--- src/rtl/ptd_pkg.sv ---
/*
 * shared constants and types of the instruction timing decoder.
 * assumes: single 25 MHz system clock, byte-wide opcodes.
 */
package ptd_pkg;

   // -------------------------------------------------------------
   // widths
   // -------------------------------------------------------------
   localparam int unsigned PC_W = 16;
   localparam int unsigned CYC_W = 4;

   // -------------------------------------------------------------
   // instruction lengths in bytes
   // -------------------------------------------------------------
   localparam logic [1:0] BY1 = 2'h1;
   localparam logic [1:0] BY2 = 2'h2;
   localparam logic [1:0] BY3 = 2'h3;

   // -------------------------------------------------------------
   // execution counts in system clock cycles
   // -------------------------------------------------------------
   localparam logic [CYC_W-1:0] CY1 = 4'h1;
   localparam logic [CYC_W-1:0] CY2 = 4'h2;
   localparam logic [CYC_W-1:0] CY3 = 4'h3;
   localparam logic [CYC_W-1:0] CY4 = 4'h4;
   localparam logic [CYC_W-1:0] CY5 = 4'h5;
   localparam logic [CYC_W-1:0] CY8 = 4'h8;
   localparam logic [CYC_W-1:0] TAKEN_EXTRA = 4'h1;

   // -------------------------------------------------------------
   // opcodes and address map
   // -------------------------------------------------------------
   localparam logic [7:0] OP_NOP = 8'h00;
   localparam logic [7:0] OP_UNUSED = 8'ha5;
   localparam logic [7:0] SFR_BASE = 8'h80;
   localparam logic [7:0] BIT_RAM_BASE = 8'h20;

   // -------------------------------------------------------------
   // instruction classes
   // -------------------------------------------------------------
   typedef enum logic [4:0] {
      K_PLAIN, K_JC, K_JNC, K_JZ, K_JNZ, K_JB, K_JNB, K_JBC,
      K_COMPARE_JUMP_UNEQUAL_AD, K_COMPARE_JUMP_UNEQUAL_AI, K_COMPARE_JUMP_UNEQUAL_RI, K_DECREMENT_JUMP_NONZERO_R, K_DECREMENT_JUMP_NONZERO_D,
      K_SHORT_RELATIVE_JUMP, K_PAGE_JUMP, K_PAGE_CALL, K_LONG_JUMP, K_LONG_CALL,
      K_JMP_IND, K_RET, K_IRET, K_CODE_DP, K_CODE_PC,
      K_XMOVE_RI, K_XMOVE_DP, K_NIBBLE_EXCHANGE
   } ptd_kind_e;

   typedef struct packed {
      logic [1:0]       len;
      logic [CYC_W-1:0] cyc;
      ptd_kind_e        kind;
   } ptd_op_s;

endpackage : ptd_pkg

--- src/rtl/ptd_dec_if.sv ---
/*
 * carrier between the timing core and its operand and condition
 * helpers. assumes: all members combinational within one cycle.
 */
`timescale 1ns/1ns
`default_nettype none
interface ptd_dec_if;
   import ptd_pkg::*;
   ptd_kind_e   kind;
   logic [7:0]  opcode;
   logic [7:0]  byte1;
   logic [7:0]  byte2;
   logic        taken;
   logic [15:0] rel_target;
   logic [15:0] page_target;
   logic [15:0] long_target;
   logic [7:0]  ram_addr;
   logic [7:0]  bit_byte;
   logic [2:0]  bit_idx;

   modport opd  (input kind, opcode, byte1, byte2,
                 output rel_target, page_target, long_target,
                 ram_addr, bit_byte, bit_idx);
   modport cnd  (input kind, opcode, byte1, byte2, output taken);
endinterface : ptd_dec_if
`default_nettype wire

--- src/rtl/ptd_operand_decode.sv ---
/*
 * operand address decode: branch targets, bank and indirect
 * register addresses, bit addresses. assumes: next_pc is the
 * address of the first byte after the current instruction.
 */
`timescale 1ns/1ns
`default_nettype none
module ptd_operand_decode (
   ptd_dec_if.opd           dec,
   input  wire logic [15:0] next_pc_i,
   input  wire logic [1:0]  bank_sel_i
);
   import ptd_pkg::*;

   logic [7:0] rel;

   always_comb begin
      // offset sits in the last byte of the instruction
      rel = (dec.kind inside {K_JB, K_JNB, K_JBC, K_COMPARE_JUMP_UNEQUAL_AD, K_COMPARE_JUMP_UNEQUAL_AI,
                              K_COMPARE_JUMP_UNEQUAL_RI, K_DECREMENT_JUMP_NONZERO_D}) ? dec.byte2
                                                    : dec.byte1;
      dec.rel_target = next_pc_i + {{8{rel[7]}}, rel};
      dec.page_target = {next_pc_i[15:11], dec.opcode[7:5],
                         dec.byte1};
      dec.long_target = {dec.byte1, dec.byte2};
      // only r0/r1 serve as pointers, bank picks the group
      if (dec.opcode[3])
         dec.ram_addr = {3'h0, bank_sel_i, dec.opcode[2:0]};
      else
         dec.ram_addr = {3'h0, bank_sel_i, 2'h0, dec.opcode[0]};
      if (dec.byte1[7])
         dec.bit_byte = {dec.byte1[7:3], 3'h0};
      else
         dec.bit_byte = BIT_RAM_BASE + {4'h0, dec.byte1[6:3]};
      dec.bit_idx = dec.byte1[2:0];
   end

endmodule : ptd_operand_decode
`default_nettype wire

--- src/rtl/ptd_branch_cond.sv ---
/*
 * branch condition evaluation for all conditional jumps.
 * assumes: operand_value is the direct, indirect or bank register
 * byte that the instruction names, read in the issue cycle.
 */
`timescale 1ns/1ns
`default_nettype none
module ptd_branch_cond (
   ptd_dec_if.cnd          dec,
   input  wire logic [7:0] acc_i,
   input  wire logic       carry_i,
   input  wire logic       bit_value_i,
   input  wire logic [7:0] operand_value_i
);
   import ptd_pkg::*;

   logic [7:0] dec_val;

   always_comb begin
      dec_val = operand_value_i - 8'h01;
      unique case (dec.kind)
         K_JC:      dec.taken = carry_i;
         K_JNC:     dec.taken = !carry_i;
         K_JZ:      dec.taken = (acc_i == 8'h00);
         K_JNZ:     dec.taken = (acc_i != 8'h00);
         K_JB,
         K_JBC:     dec.taken = bit_value_i;
         K_JNB:     dec.taken = !bit_value_i;
         K_COMPARE_JUMP_UNEQUAL_AD: dec.taken = (acc_i != operand_value_i);
         K_COMPARE_JUMP_UNEQUAL_AI: dec.taken = (acc_i != dec.byte1);
         K_COMPARE_JUMP_UNEQUAL_RI: dec.taken = (operand_value_i != dec.byte1);
         K_DECREMENT_JUMP_NONZERO_R,
         K_DECREMENT_JUMP_NONZERO_D:  dec.taken = (dec_val != 8'h00);
         default:   dec.taken = 1'b0;
      endcase
   end

endmodule : ptd_branch_cond
`default_nettype wire

--- src/rtl/ptd_timing_core.sv ---
/*
 * instruction decode and cycle timing for a pipelined byte-wide
 * core: length and cycle table, operand addresses, completion timer.
 * assumes: a whole instruction is offered with instr_valid;
 * condition inputs are valid with it.
 */
// Overview of operation
// - code byte reads: one byte, 3 cycles
// - external data moves: one byte, 3 cycles
// - data pointer load: three bytes, 3 cycles
// - direct move 3 bytes 3 cycles; direct/indirect 2 cycles
// - push and pop: two bytes, 2 cycles
// - nibble exchange: one byte, 2 cycles
// - accumulator ops: one byte, 1 cycle
// - carry ops 1 byte 1 cycle; bit ops 2 bytes 2 cycles
// - jump on carry: two bytes, 2/3 cycles
// - jump on bit: 3 bytes 3/4 cycles; clear variant clears bit
// - page call 2 bytes 3 cycles; long call 3 bytes 4
// - returns: one byte, 5 cycles
// - page jump 3, long 4, short 3, indirect 3 cycles
// - jump on accumulator: two bytes, 2/3 cycles
// - compare-jump: 3 bytes; 4/5 or 3/4 cycles by form
// - decrement-jump: register 2 bytes 2/3; direct 3 bytes 3/4
// - signed offset added to following byte address
// - direct below 0x80 is ram, above is sfr
// - page target replaces low 11 bits, same 2 kB page
// - long target reaches any program location
// - unused opcode 0xa5 acts as no-operation
// - indirect uses r0/r1 of bank; bank register one of 8
// - not-taken branches end one cycle sooner
// - timing in plain system clocks
`timescale 1ns/1ns
`default_nettype none
module ptd_timing_core (
   input  wire logic                  clock_i,
   input  wire logic                  sys_rst_i,
   input  wire logic                  instr_valid_i,
   input  wire logic [7:0]            opcode_i,
   input  wire logic [7:0]            operand1_i,
   input  wire logic [7:0]            operand2_i,
   input  wire logic [15:0]           next_pc_i,
   input  wire logic [7:0]            acc_i,
   input  wire logic                  carry_i,
   input  wire logic                  bit_value_i,
   input  wire logic [7:0]            operand_value_i,
   input  wire logic [15:0]           data_pointer_i,
   input  wire logic [1:0]            bank_sel_i,
   output logic                       instr_ready_o,
   output logic                       instr_done_o,
   output logic [1:0]                 instr_length_o,
   output logic [ptd_pkg::CYC_W-1:0]  instr_cycles_o,
   output ptd_pkg::ptd_kind_e         instr_kind_o,
   output logic                       branch_taken_o,
   output logic                       pc_load_o,
   output logic [15:0]                pc_target_o,
   output logic [7:0]                 direct_addr_o,
   output logic                       direct_is_sfr_o,
   output logic [7:0]                 ram_addr_o,
   output logic [7:0]                 bit_byte_addr_o,
   output logic [2:0]                 bit_index_o,
   output logic                       clear_bit_o,
   output logic [15:0]                xfer_addr_o
);
   import ptd_pkg::*;

   // ----------------------------------------------------------------
   // length and cycle table
   // ----------------------------------------------------------------
   function automatic ptd_op_s op_info(input logic [7:0] op);
      ptd_op_s r;
      r = '{len: BY1, cyc: CY1, kind: K_PLAIN};
      if (op[3:0] == 4'h1) begin
         if (op[4])
            r = '{len: BY2, cyc: CY3, kind: K_PAGE_CALL};
         else
            r = '{len: BY2, cyc: CY3, kind: K_PAGE_JUMP};
      end else begin
         case (op)
            OP_NOP, OP_UNUSED:
               r = '{len: BY1, cyc: CY1, kind: K_PLAIN};
            8'h02: r = '{len: BY3, cyc: CY4, kind: K_LONG_JUMP};
            8'h12: r = '{len: BY3, cyc: CY4, kind: K_LONG_CALL};
            8'h22: r = '{len: BY1, cyc: CY5, kind: K_RET};
            8'h32: r = '{len: BY1, cyc: CY5, kind: K_IRET};
            8'h10: r = '{len: BY3, cyc: CY3, kind: K_JBC};
            8'h20: r = '{len: BY3, cyc: CY3, kind: K_JB};
            8'h30: r = '{len: BY3, cyc: CY3, kind: K_JNB};
            8'h40: r = '{len: BY2, cyc: CY2, kind: K_JC};
            8'h50: r = '{len: BY2, cyc: CY2, kind: K_JNC};
            8'h60: r = '{len: BY2, cyc: CY2, kind: K_JZ};
            8'h70: r = '{len: BY2, cyc: CY2, kind: K_JNZ};
            8'h80: r = '{len: BY2, cyc: CY3, kind: K_SHORT_RELATIVE_JUMP};
            8'h73: r = '{len: BY1, cyc: CY3, kind: K_JMP_IND};
            8'h83: r = '{len: BY1, cyc: CY3, kind: K_CODE_PC};
            8'h93: r = '{len: BY1, cyc: CY3, kind: K_CODE_DP};
            8'h90: r = '{len: BY3, cyc: CY3, kind: K_PLAIN};
            8'h85, 8'h75: r = '{len: BY3, cyc: CY3, kind: K_PLAIN};
            8'h86, 8'h87, 8'ha6, 8'ha7,
            8'h76, 8'h77: r = '{len: BY2, cyc: CY2, kind: K_PLAIN};
            8'hc0, 8'hd0: r = '{len: BY2, cyc: CY2, kind: K_PLAIN};
            8'hd6, 8'hd7:
               r = '{len: BY1, cyc: CY2, kind: K_NIBBLE_EXCHANGE};
            8'he0, 8'hf0:
               r = '{len: BY1, cyc: CY3, kind: K_XMOVE_DP};
            8'he2, 8'he3, 8'hf2, 8'hf3:
               r = '{len: BY1, cyc: CY3, kind: K_XMOVE_RI};
            8'he4, 8'hf4, 8'h23, 8'h33, 8'h03, 8'h13, 8'hc4,
            8'h04, 8'h14, 8'hd4, 8'ha3:
               r = '{len: BY1, cyc: CY1, kind: K_PLAIN};
            8'hc3, 8'hd3, 8'hb3:
               r = '{len: BY1, cyc: CY1, kind: K_PLAIN};
            8'hc2, 8'hd2, 8'hb2, 8'h82, 8'hb0, 8'h72, 8'ha0,
            8'ha2, 8'h92:
               r = '{len: BY2, cyc: CY2, kind: K_PLAIN};
            8'hb4: r = '{len: BY3, cyc: CY3, kind: K_COMPARE_JUMP_UNEQUAL_AI};
            8'hb5: r = '{len: BY3, cyc: CY4, kind: K_COMPARE_JUMP_UNEQUAL_AD};
            8'hb6, 8'hb7:
               r = '{len: BY3, cyc: CY4, kind: K_COMPARE_JUMP_UNEQUAL_RI};
            8'hd5: r = '{len: BY3, cyc: CY3, kind: K_DECREMENT_JUMP_NONZERO_D};
            8'ha4: r = '{len: BY1, cyc: CY4, kind: K_PLAIN};
            8'h84: r = '{len: BY1, cyc: CY8, kind: K_PLAIN};
            8'h42, 8'h52, 8'h62:
               r = '{len: BY2, cyc: CY2, kind: K_PLAIN};
            8'h43, 8'h53, 8'h63:
               r = '{len: BY3, cyc: CY3, kind: K_PLAIN};
            default: begin
               // column decode of the regular operand forms
               if (op[3]) begin
                  unique case (op[7:4])
                     4'h7, 4'h8, 4'ha:
                        r = '{len: BY2, cyc: CY2, kind: K_PLAIN};
                     4'hb:
                        r = '{len: BY3, cyc: CY3,
                              kind: K_COMPARE_JUMP_UNEQUAL_RI};
                     4'hd:
                        r = '{len: BY2, cyc: CY2,
                              kind: K_DECREMENT_JUMP_NONZERO_R};
                     default:
                        r = '{len: BY1, cyc: CY1, kind: K_PLAIN};
                  endcase
               end else if (op[3:1] == 3'h3)
                  r = '{len: BY1, cyc: CY2, kind: K_PLAIN};
               else if (op[3:0] == 4'h4 || op[3:0] == 4'h5)
                  r = '{len: BY2, cyc: CY2, kind: K_PLAIN};
               else
                  r = '{len: BY1, cyc: CY1, kind: K_PLAIN};
            end
         endcase
      end
      return r;
   endfunction : op_info

   function automatic logic is_cond(input ptd_kind_e k);
      return k inside {K_JC, K_JNC, K_JZ, K_JNZ, K_JB, K_JNB, K_JBC,
                       K_COMPARE_JUMP_UNEQUAL_AD, K_COMPARE_JUMP_UNEQUAL_AI, K_COMPARE_JUMP_UNEQUAL_RI, K_DECREMENT_JUMP_NONZERO_R,
                       K_DECREMENT_JUMP_NONZERO_D};
   endfunction : is_cond

   // ----------------------------------------------------------------
   // helpers
   // ----------------------------------------------------------------
   ptd_dec_if dec ();
   ptd_op_s   info;

   assign info = op_info(opcode_i);
   assign dec.kind = info.kind;
   assign dec.opcode = opcode_i;
   assign dec.byte1 = operand1_i;
   assign dec.byte2 = operand2_i;

   ptd_operand_decode u_opd (
      .dec        (dec),
      .next_pc_i  (next_pc_i),
      .bank_sel_i (bank_sel_i)
   );

   ptd_branch_cond u_cnd (
      .dec             (dec),
      .acc_i           (acc_i),
      .carry_i         (carry_i),
      .bit_value_i     (bit_value_i),
      .operand_value_i (operand_value_i)
   );

   // ----------------------------------------------------------------
   // state
   // ----------------------------------------------------------------
   typedef enum logic {ST_IDLE, ST_EXEC} ptd_state_e;

   typedef struct packed {
      ptd_state_e       st;
      logic [CYC_W-1:0] count;
      logic             ready;
      logic             done;
      logic [1:0]       len;
      logic [CYC_W-1:0] cyc;
      ptd_kind_e        kind;
      logic             taken;
      logic             pc_load;
      logic [15:0]      target;
      logic [7:0]       direct;
      logic             is_sfr;
      logic [7:0]       ram_addr;
      logic [7:0]       bit_byte;
      logic [2:0]       bit_idx;
      logic             clr_bit;
      logic [15:0]      xfer;
   } ptd_core_s;

   ptd_core_s        s_r;
   ptd_core_s        s_nxt;
   logic             accept;
   logic             cond_taken;
   logic [CYC_W-1:0] run_cyc;

   assign accept = instr_valid_i && s_r.ready;
   assign cond_taken = is_cond(info.kind) && dec.taken;
   // not-taken is the base count, taken adds one
   assign run_cyc = cond_taken ? info.cyc + TAKEN_EXTRA
                               : info.cyc;

   // ----------------------------------------------------------------
   // next state
   // ----------------------------------------------------------------
   always_comb begin
      s_nxt = s_r;
      s_nxt.done = 1'b0;
      unique case (s_r.st)
         ST_IDLE: ;
         ST_EXEC: begin
            // plain clock count, one step per edge
            s_nxt.count = s_r.count - CY1;
            if (s_r.count == CY1) begin
               s_nxt.done = 1'b1;
               s_nxt.st = ST_IDLE;
            end
         end
      endcase
      if (accept) begin
         s_nxt.len = info.len;
         s_nxt.cyc = run_cyc;
         s_nxt.kind = info.kind;
         s_nxt.taken = cond_taken;
         s_nxt.count = run_cyc - CY1;
         s_nxt.done = (run_cyc == CY1);
         s_nxt.st = (run_cyc == CY1) ? ST_IDLE : ST_EXEC;
         s_nxt.direct = operand1_i;
         s_nxt.is_sfr = (operand1_i >= SFR_BASE);
         s_nxt.ram_addr = dec.ram_addr;
         s_nxt.bit_byte = dec.bit_byte;
         s_nxt.bit_idx = dec.bit_idx;
         s_nxt.clr_bit = (info.kind == K_JBC) && dec.taken;
         s_nxt.xfer = 16'h0000;
         unique case (info.kind)
            K_CODE_DP: s_nxt.xfer = data_pointer_i + {8'h00, acc_i};
            K_CODE_PC: s_nxt.xfer = next_pc_i + {8'h00, acc_i};
            K_XMOVE_DP: s_nxt.xfer = data_pointer_i;
            K_XMOVE_RI: s_nxt.xfer = {8'h00, operand_value_i};
            default: ;
         endcase
         s_nxt.pc_load = 1'b1;
         s_nxt.target = 16'h0000;
         unique case (info.kind)
            K_PAGE_JUMP, K_PAGE_CALL:
               s_nxt.target = dec.page_target;
            K_LONG_JUMP, K_LONG_CALL:
               s_nxt.target = dec.long_target;
            K_SHORT_RELATIVE_JUMP: s_nxt.target = dec.rel_target;
            K_JMP_IND:
               s_nxt.target = data_pointer_i + {8'h00, acc_i};
            default: begin
               s_nxt.pc_load = cond_taken;
               if (cond_taken)
                  s_nxt.target = dec.rel_target;
            end
         endcase
      end
      s_nxt.ready = (s_nxt.st == ST_IDLE);
   end

   // ----------------------------------------------------------------
   // registers
   // ----------------------------------------------------------------
   always_ff @(posedge clock_i) begin
      if (sys_rst_i) begin
         s_r <= '{st: ST_IDLE, ready: 1'b1, len: BY1, cyc: CY1,
                  kind: K_PLAIN, default: '0};
      end else begin
         s_r <= s_nxt;
      end
   end

   assign instr_ready_o = s_r.ready;
   assign instr_done_o = s_r.done;
   assign instr_length_o = s_r.len;
   assign instr_cycles_o = s_r.cyc;
   assign instr_kind_o = s_r.kind;
   assign branch_taken_o = s_r.taken;
   assign pc_load_o = s_r.pc_load;
   assign pc_target_o = s_r.target;
   assign direct_addr_o = s_r.direct;
   assign direct_is_sfr_o = s_r.is_sfr;
   assign ram_addr_o = s_r.ram_addr;
   assign bit_byte_addr_o = s_r.bit_byte;
   assign bit_index_o = s_r.bit_idx;
   assign clear_bit_o = s_r.clr_bit;
   assign xfer_addr_o = s_r.xfer;

endmodule : ptd_timing_core
`default_nettype wire

--- config.mk ---
export PLATFORM = sky130hd
export DESIGN_NAME = ptd_timing_core
export DESIGN_NICKNAME = d
export VERILOG_FILES = /design/src/rtl/ptd_pkg.sv /design/src/rtl/ptd_dec_if.sv /design/src/rtl/ptd_operand_decode.sv /design/src/rtl/ptd_branch_cond.sv /design/src/rtl/ptd_timing_core.sv
export SDC_FILE = /design/constraint.sdc
export NUM_CORES = 1
export LEC_CHECK = 0
export BUFFER_PORTS_ARGS = -buffer_cell sky130_fd_sc_hd__buf_2
export CORE_ASPECT_RATIO = 1.75
export CORE_MARGIN = 1.5
export CORE_UTILIZATION = 40
export CTS_CLUSTER_DIAMETER = 120
export DETAILED_ROUTE_END_ITERATION = 16
export HOLD_SLACK_MARGIN = 0.02
export MAX_ROUTING_LAYER = met4
export PLACE_DENSITY_LB_ADDON = 0.3
export SYNTH_ARGS = -nofsm -noshare
export SYNTH_HDL_FRONTEND = slang
export SYNTH_SLANG_ARGS = --single-unit
--- constraint.sdc ---
create_clock -name clock_i -period 12.29 [get_ports clock_i]
set_input_delay 0 -clock clock_i [delete_from_list [all_inputs] [get_ports clock_i]]
set_output_delay 0 -clock clock_i [all_outputs]
set_load 0.02 [all_outputs]
==> results.md <==
* Outcome: completed
* Yosys warning count at 0
* Die W at 104 um
* CTS sink cnt at 74
* Yosys top cell by area: dfxtp_1
* Post-cts gate resize count at 0
* Number of fill cells in the layout at roughly 1.8k
* Synth async-reset ratio at 0%
* Crit Path Category: primary input to flip-flop
* Number of DRC markers in iteration 0 at 395
* Most frequent cells in the layout: buf_2 (151), nand2_1 (85), a21oi_1 (79)
* Slew @ Worst Pin at 1.04 ns
* Final slew viol count at 0
* Synth Register Bits at 74
* H-tree levels at 3
* Routed wire length at 25,500 um
* Primary FF master, synth: dfxtp_1
* Post-route DRC violation count at 0
* Die Height at 181 um
* Worst-path clk slew at 0.07 ns
* Critical Path Sink Type: flip-flop
* Post-synth EDFFs at 0
* Starting density of the core at 41.1%
* Worst skew pair latency at 0.36 ns
* Critical Path, Cell by Cell: buf_2 -> nor2b_1 -> a32o_1 -> a32oi_1 -> o211ai_2 -> o31a_1 -> o21ai_0 -> and2_1 -> mux2_2 -> ha_1 -> a21o_1 -> a21o_1 -> a2111oi_0 -> or4_1 -> nand3_1 -> nor4_1 -> o41a_1 -> o21ai_0 -> xnor2_1 -> a21oi_1 -> o41ai_1
* P&R area growth vs syn at 9.92%
* CP peak stage delay at 0.52 ns
* Nets at 1,123
* Mean post-synth cell area at 7.54 um2
* Total global-route track usage at 27.9%
* Most common cell after layout, fill and taps aside: buf_2
* Die Area at 18,900 um2
* Unrepaired setup endpoints after global routing: no
* Hold Fails Final Rpt at 0
* Routability Congestion at about 0.97
* Final setup fails at 0
* Pre-CTS setup slack at roughly 6.4 ns
* Critical path launch point type: primary input
* Antenna cells at 0
* Critical Path Fanout Max at 31
* Setup TNS at 0 ns
* Clk buf depth at 2
* First-pass GRT wire length at 39,600 um
* Clock root cell: clkbuf_16
* Fmax at 0.176 GHz
* Setup Skew at 0.0105 ns
* CTS tree: done
* Seq/Total Area, Yosys at 20.6%
* Critical-path top delay cell: a2111oi_0
* Post-DRT Antenna Nets at 0
* Leak Pwr at between 3 and 4 nW
* Setup WS post-layout at 6.61 ns
* Total CTS buffers at 9
* DP Wirelength at between 15,000 and 20,000 um
* Share of post-route cells with drive strength above 1 at 21.0%
* Netlist Area Pre-Place at around 7200 um2
* Vias in the first global route at 7,244
* Class of the worst hold path: primary input to flip-flop
* Syn Inst Count at 955
* WL/cell at 20.5 um
* Share of the synthesized area in the top cell type at 20.6%
* Avg Vias per Cell at 5.97
* Period utilization at between 40 and 50%
* FP Rows at 64
* Post-CTS Setup Repair Bufs at 0
* Drt first pass iters at 5
* Remaining Overflow, GRT at 0
* Final Critical Period at 5.68 ns
* Max VDD drop at roughly 0.065 mV
* Hold buffer count at cts at 9
* Via count at roughly 7.4k
* Post-synth cell types at 86
* Largest net degree at the start of global routing at 79
* Io pins at 155
* Relative slew slack at 30.9%
* IO Port Bufs at 151
* Top post-synthesis cells by area: dfxtp_1 (21%), buf_4 (7.8%), ha_1 (6.3%)
* Initial antenna violation count at 0
* Pwr dens at roughly 110 nW/um2
* Critical Path AT at 5.93 ns
* Worst Path Required at around 13 ns
* Max-Cap Viols at 0
* Core ar. at approximately 18,000 um2
==> metal layers <==
layer / vias up / GRT usage [%] / routed length, um
li1: 3508 / - / -
met1: 3478 / 27.7 / 9050
met4: 0 / 20.4 / 1800
met2: 327 / 49.1 / 13300
met5: - / - / 0
met3: 91 / 3.87 / 1360
==> worst max-delay path, delay by kind of cell <==
family | cells | cell delay (ns)
and+or+nand+nor | 5 | 1.25
adders and majority gates | 1 | 0.27
muxes | 1 | 0.40
buffers and inverters | 1 | 0.47
AOI/OAI and AO/OA | 12 | 3.31
xor gates and xnor gates | 1 | 0.22
==> metrics by stage <==
step / hold WS [ns] / util [%] / cells / instance area (um2) / total power [mW]
6_report: 0.0203 / 45.2 / 1241 / 7920 / 0.855
5_1_grt: 0.0474 / 45.2 / 1241 / 7920 / 0.904
4_1_cts: 0.0207 / 45.2 / 1241 / 7920 / 0.860
3_5_place_dp: 0.252 / 42.9 / 1216 / 7520 / 0.571
3_3_place_gp: 0.242 / 42.9 / 1216 / 7520 / 0.569
2_1_floorplan: 0.136 / - / 957 / 7210 / 0.504
==> cell families (layout without fill, tap and decap cells) <==
logic type	after synthesis	in the layout	synth area share [%]
compound gates	254	254	23.9
xor+xnor	51	51	6.30
fa+ha+maj	39	39	7.09
buf+inv	163	216	13.0
flops	74	74	20.6
mux	18	18	2.66
other cells	1	3	0.0521
simple gates	355	355	26.4
==> power by group <==
part           leakage, nW  total, mW  switching [mW]  internal, mW
Combinational         2.62      0.300           0.188         0.112
Sequential           0.606      0.271          0.0116         0.259
Clock                0.149      0.284           0.123         0.161
==> path summary, 6_finish.rpt <==
| kind | start | endpoint | slack [ns] | depth (start not counted) |
|---|---|---|---|---|
| min reg2reg | ram_addr_o[1]$_SDFFE_PP0P_ | ram_addr_o[1]$_SDFFE_PP0P_ | 0.45 | 2 |
| max reg2reg | instr_ready_o$_SDFF_PP1_ | pc_target_o[10]$_SDFFE_PP0P_ | 10.33 | 6 |
| min | operand2_i[6] | pc_target_o[6]$_SDFFE_PP0P_ | 0.02 | 3 |
| max | opcode_i[6] | pc_target_o[15]$_SDFFE_PP0P_ | 6.61 | 21 |
==> cell usage after synthesis (all sizes together) (7+ instances only) <==
cell and count:
o21ai 42, a21oi 80, mux2i 9, a211oi 8
buf 97, and2 8, a221oi 16, mux2 9
a22oi 19, ha 36, nand2b 16, nor4 12
a21o 10, a221o 9, nor2 76, nor3 47
o21bai 9, xor2 13, dfxtp 74, nand3 21
nor4b 9, nor2b 15, nand3b 9, o211ai 7
or3 9, xnor2 38, nand2 86, clkbuf 35
and3 10, inv 31
==> layout make-up <==
class / instances / area [um2] / share of cell area (%)
Multi-Input combinational cell: 720 / 4810 / 60.7
Clock inverter: 7 / 83.8 / 1.06
Inverter: 31 / 116 / 1.47
Sequential cell: 74 / 1480 / 18.7
Clock buffer: 9 / 225 / 2.84
Timing Repair Buffer: 169 / 913 / 11.5
Tap cell: 231 / 289 / 3.65
==> state kept, by name (all words and copies together) (netlist names) <==
name             flops
instr_ready_o        1
instr_length_o       2
direct_is_sfr_o      1
branch_taken_o       1
xfer_addr_o         16
pc_target_o         16
instr_kind_o         5
bit_byte_addr_o      7
clear_bit_o          1
pc_load_o            1
instr_done_o         1
ram_addr_o           5
instr_cycles_o       4
s_r                  5
direct_addr_o        8
Note: power is estimated with default switching activity, not from simulation.
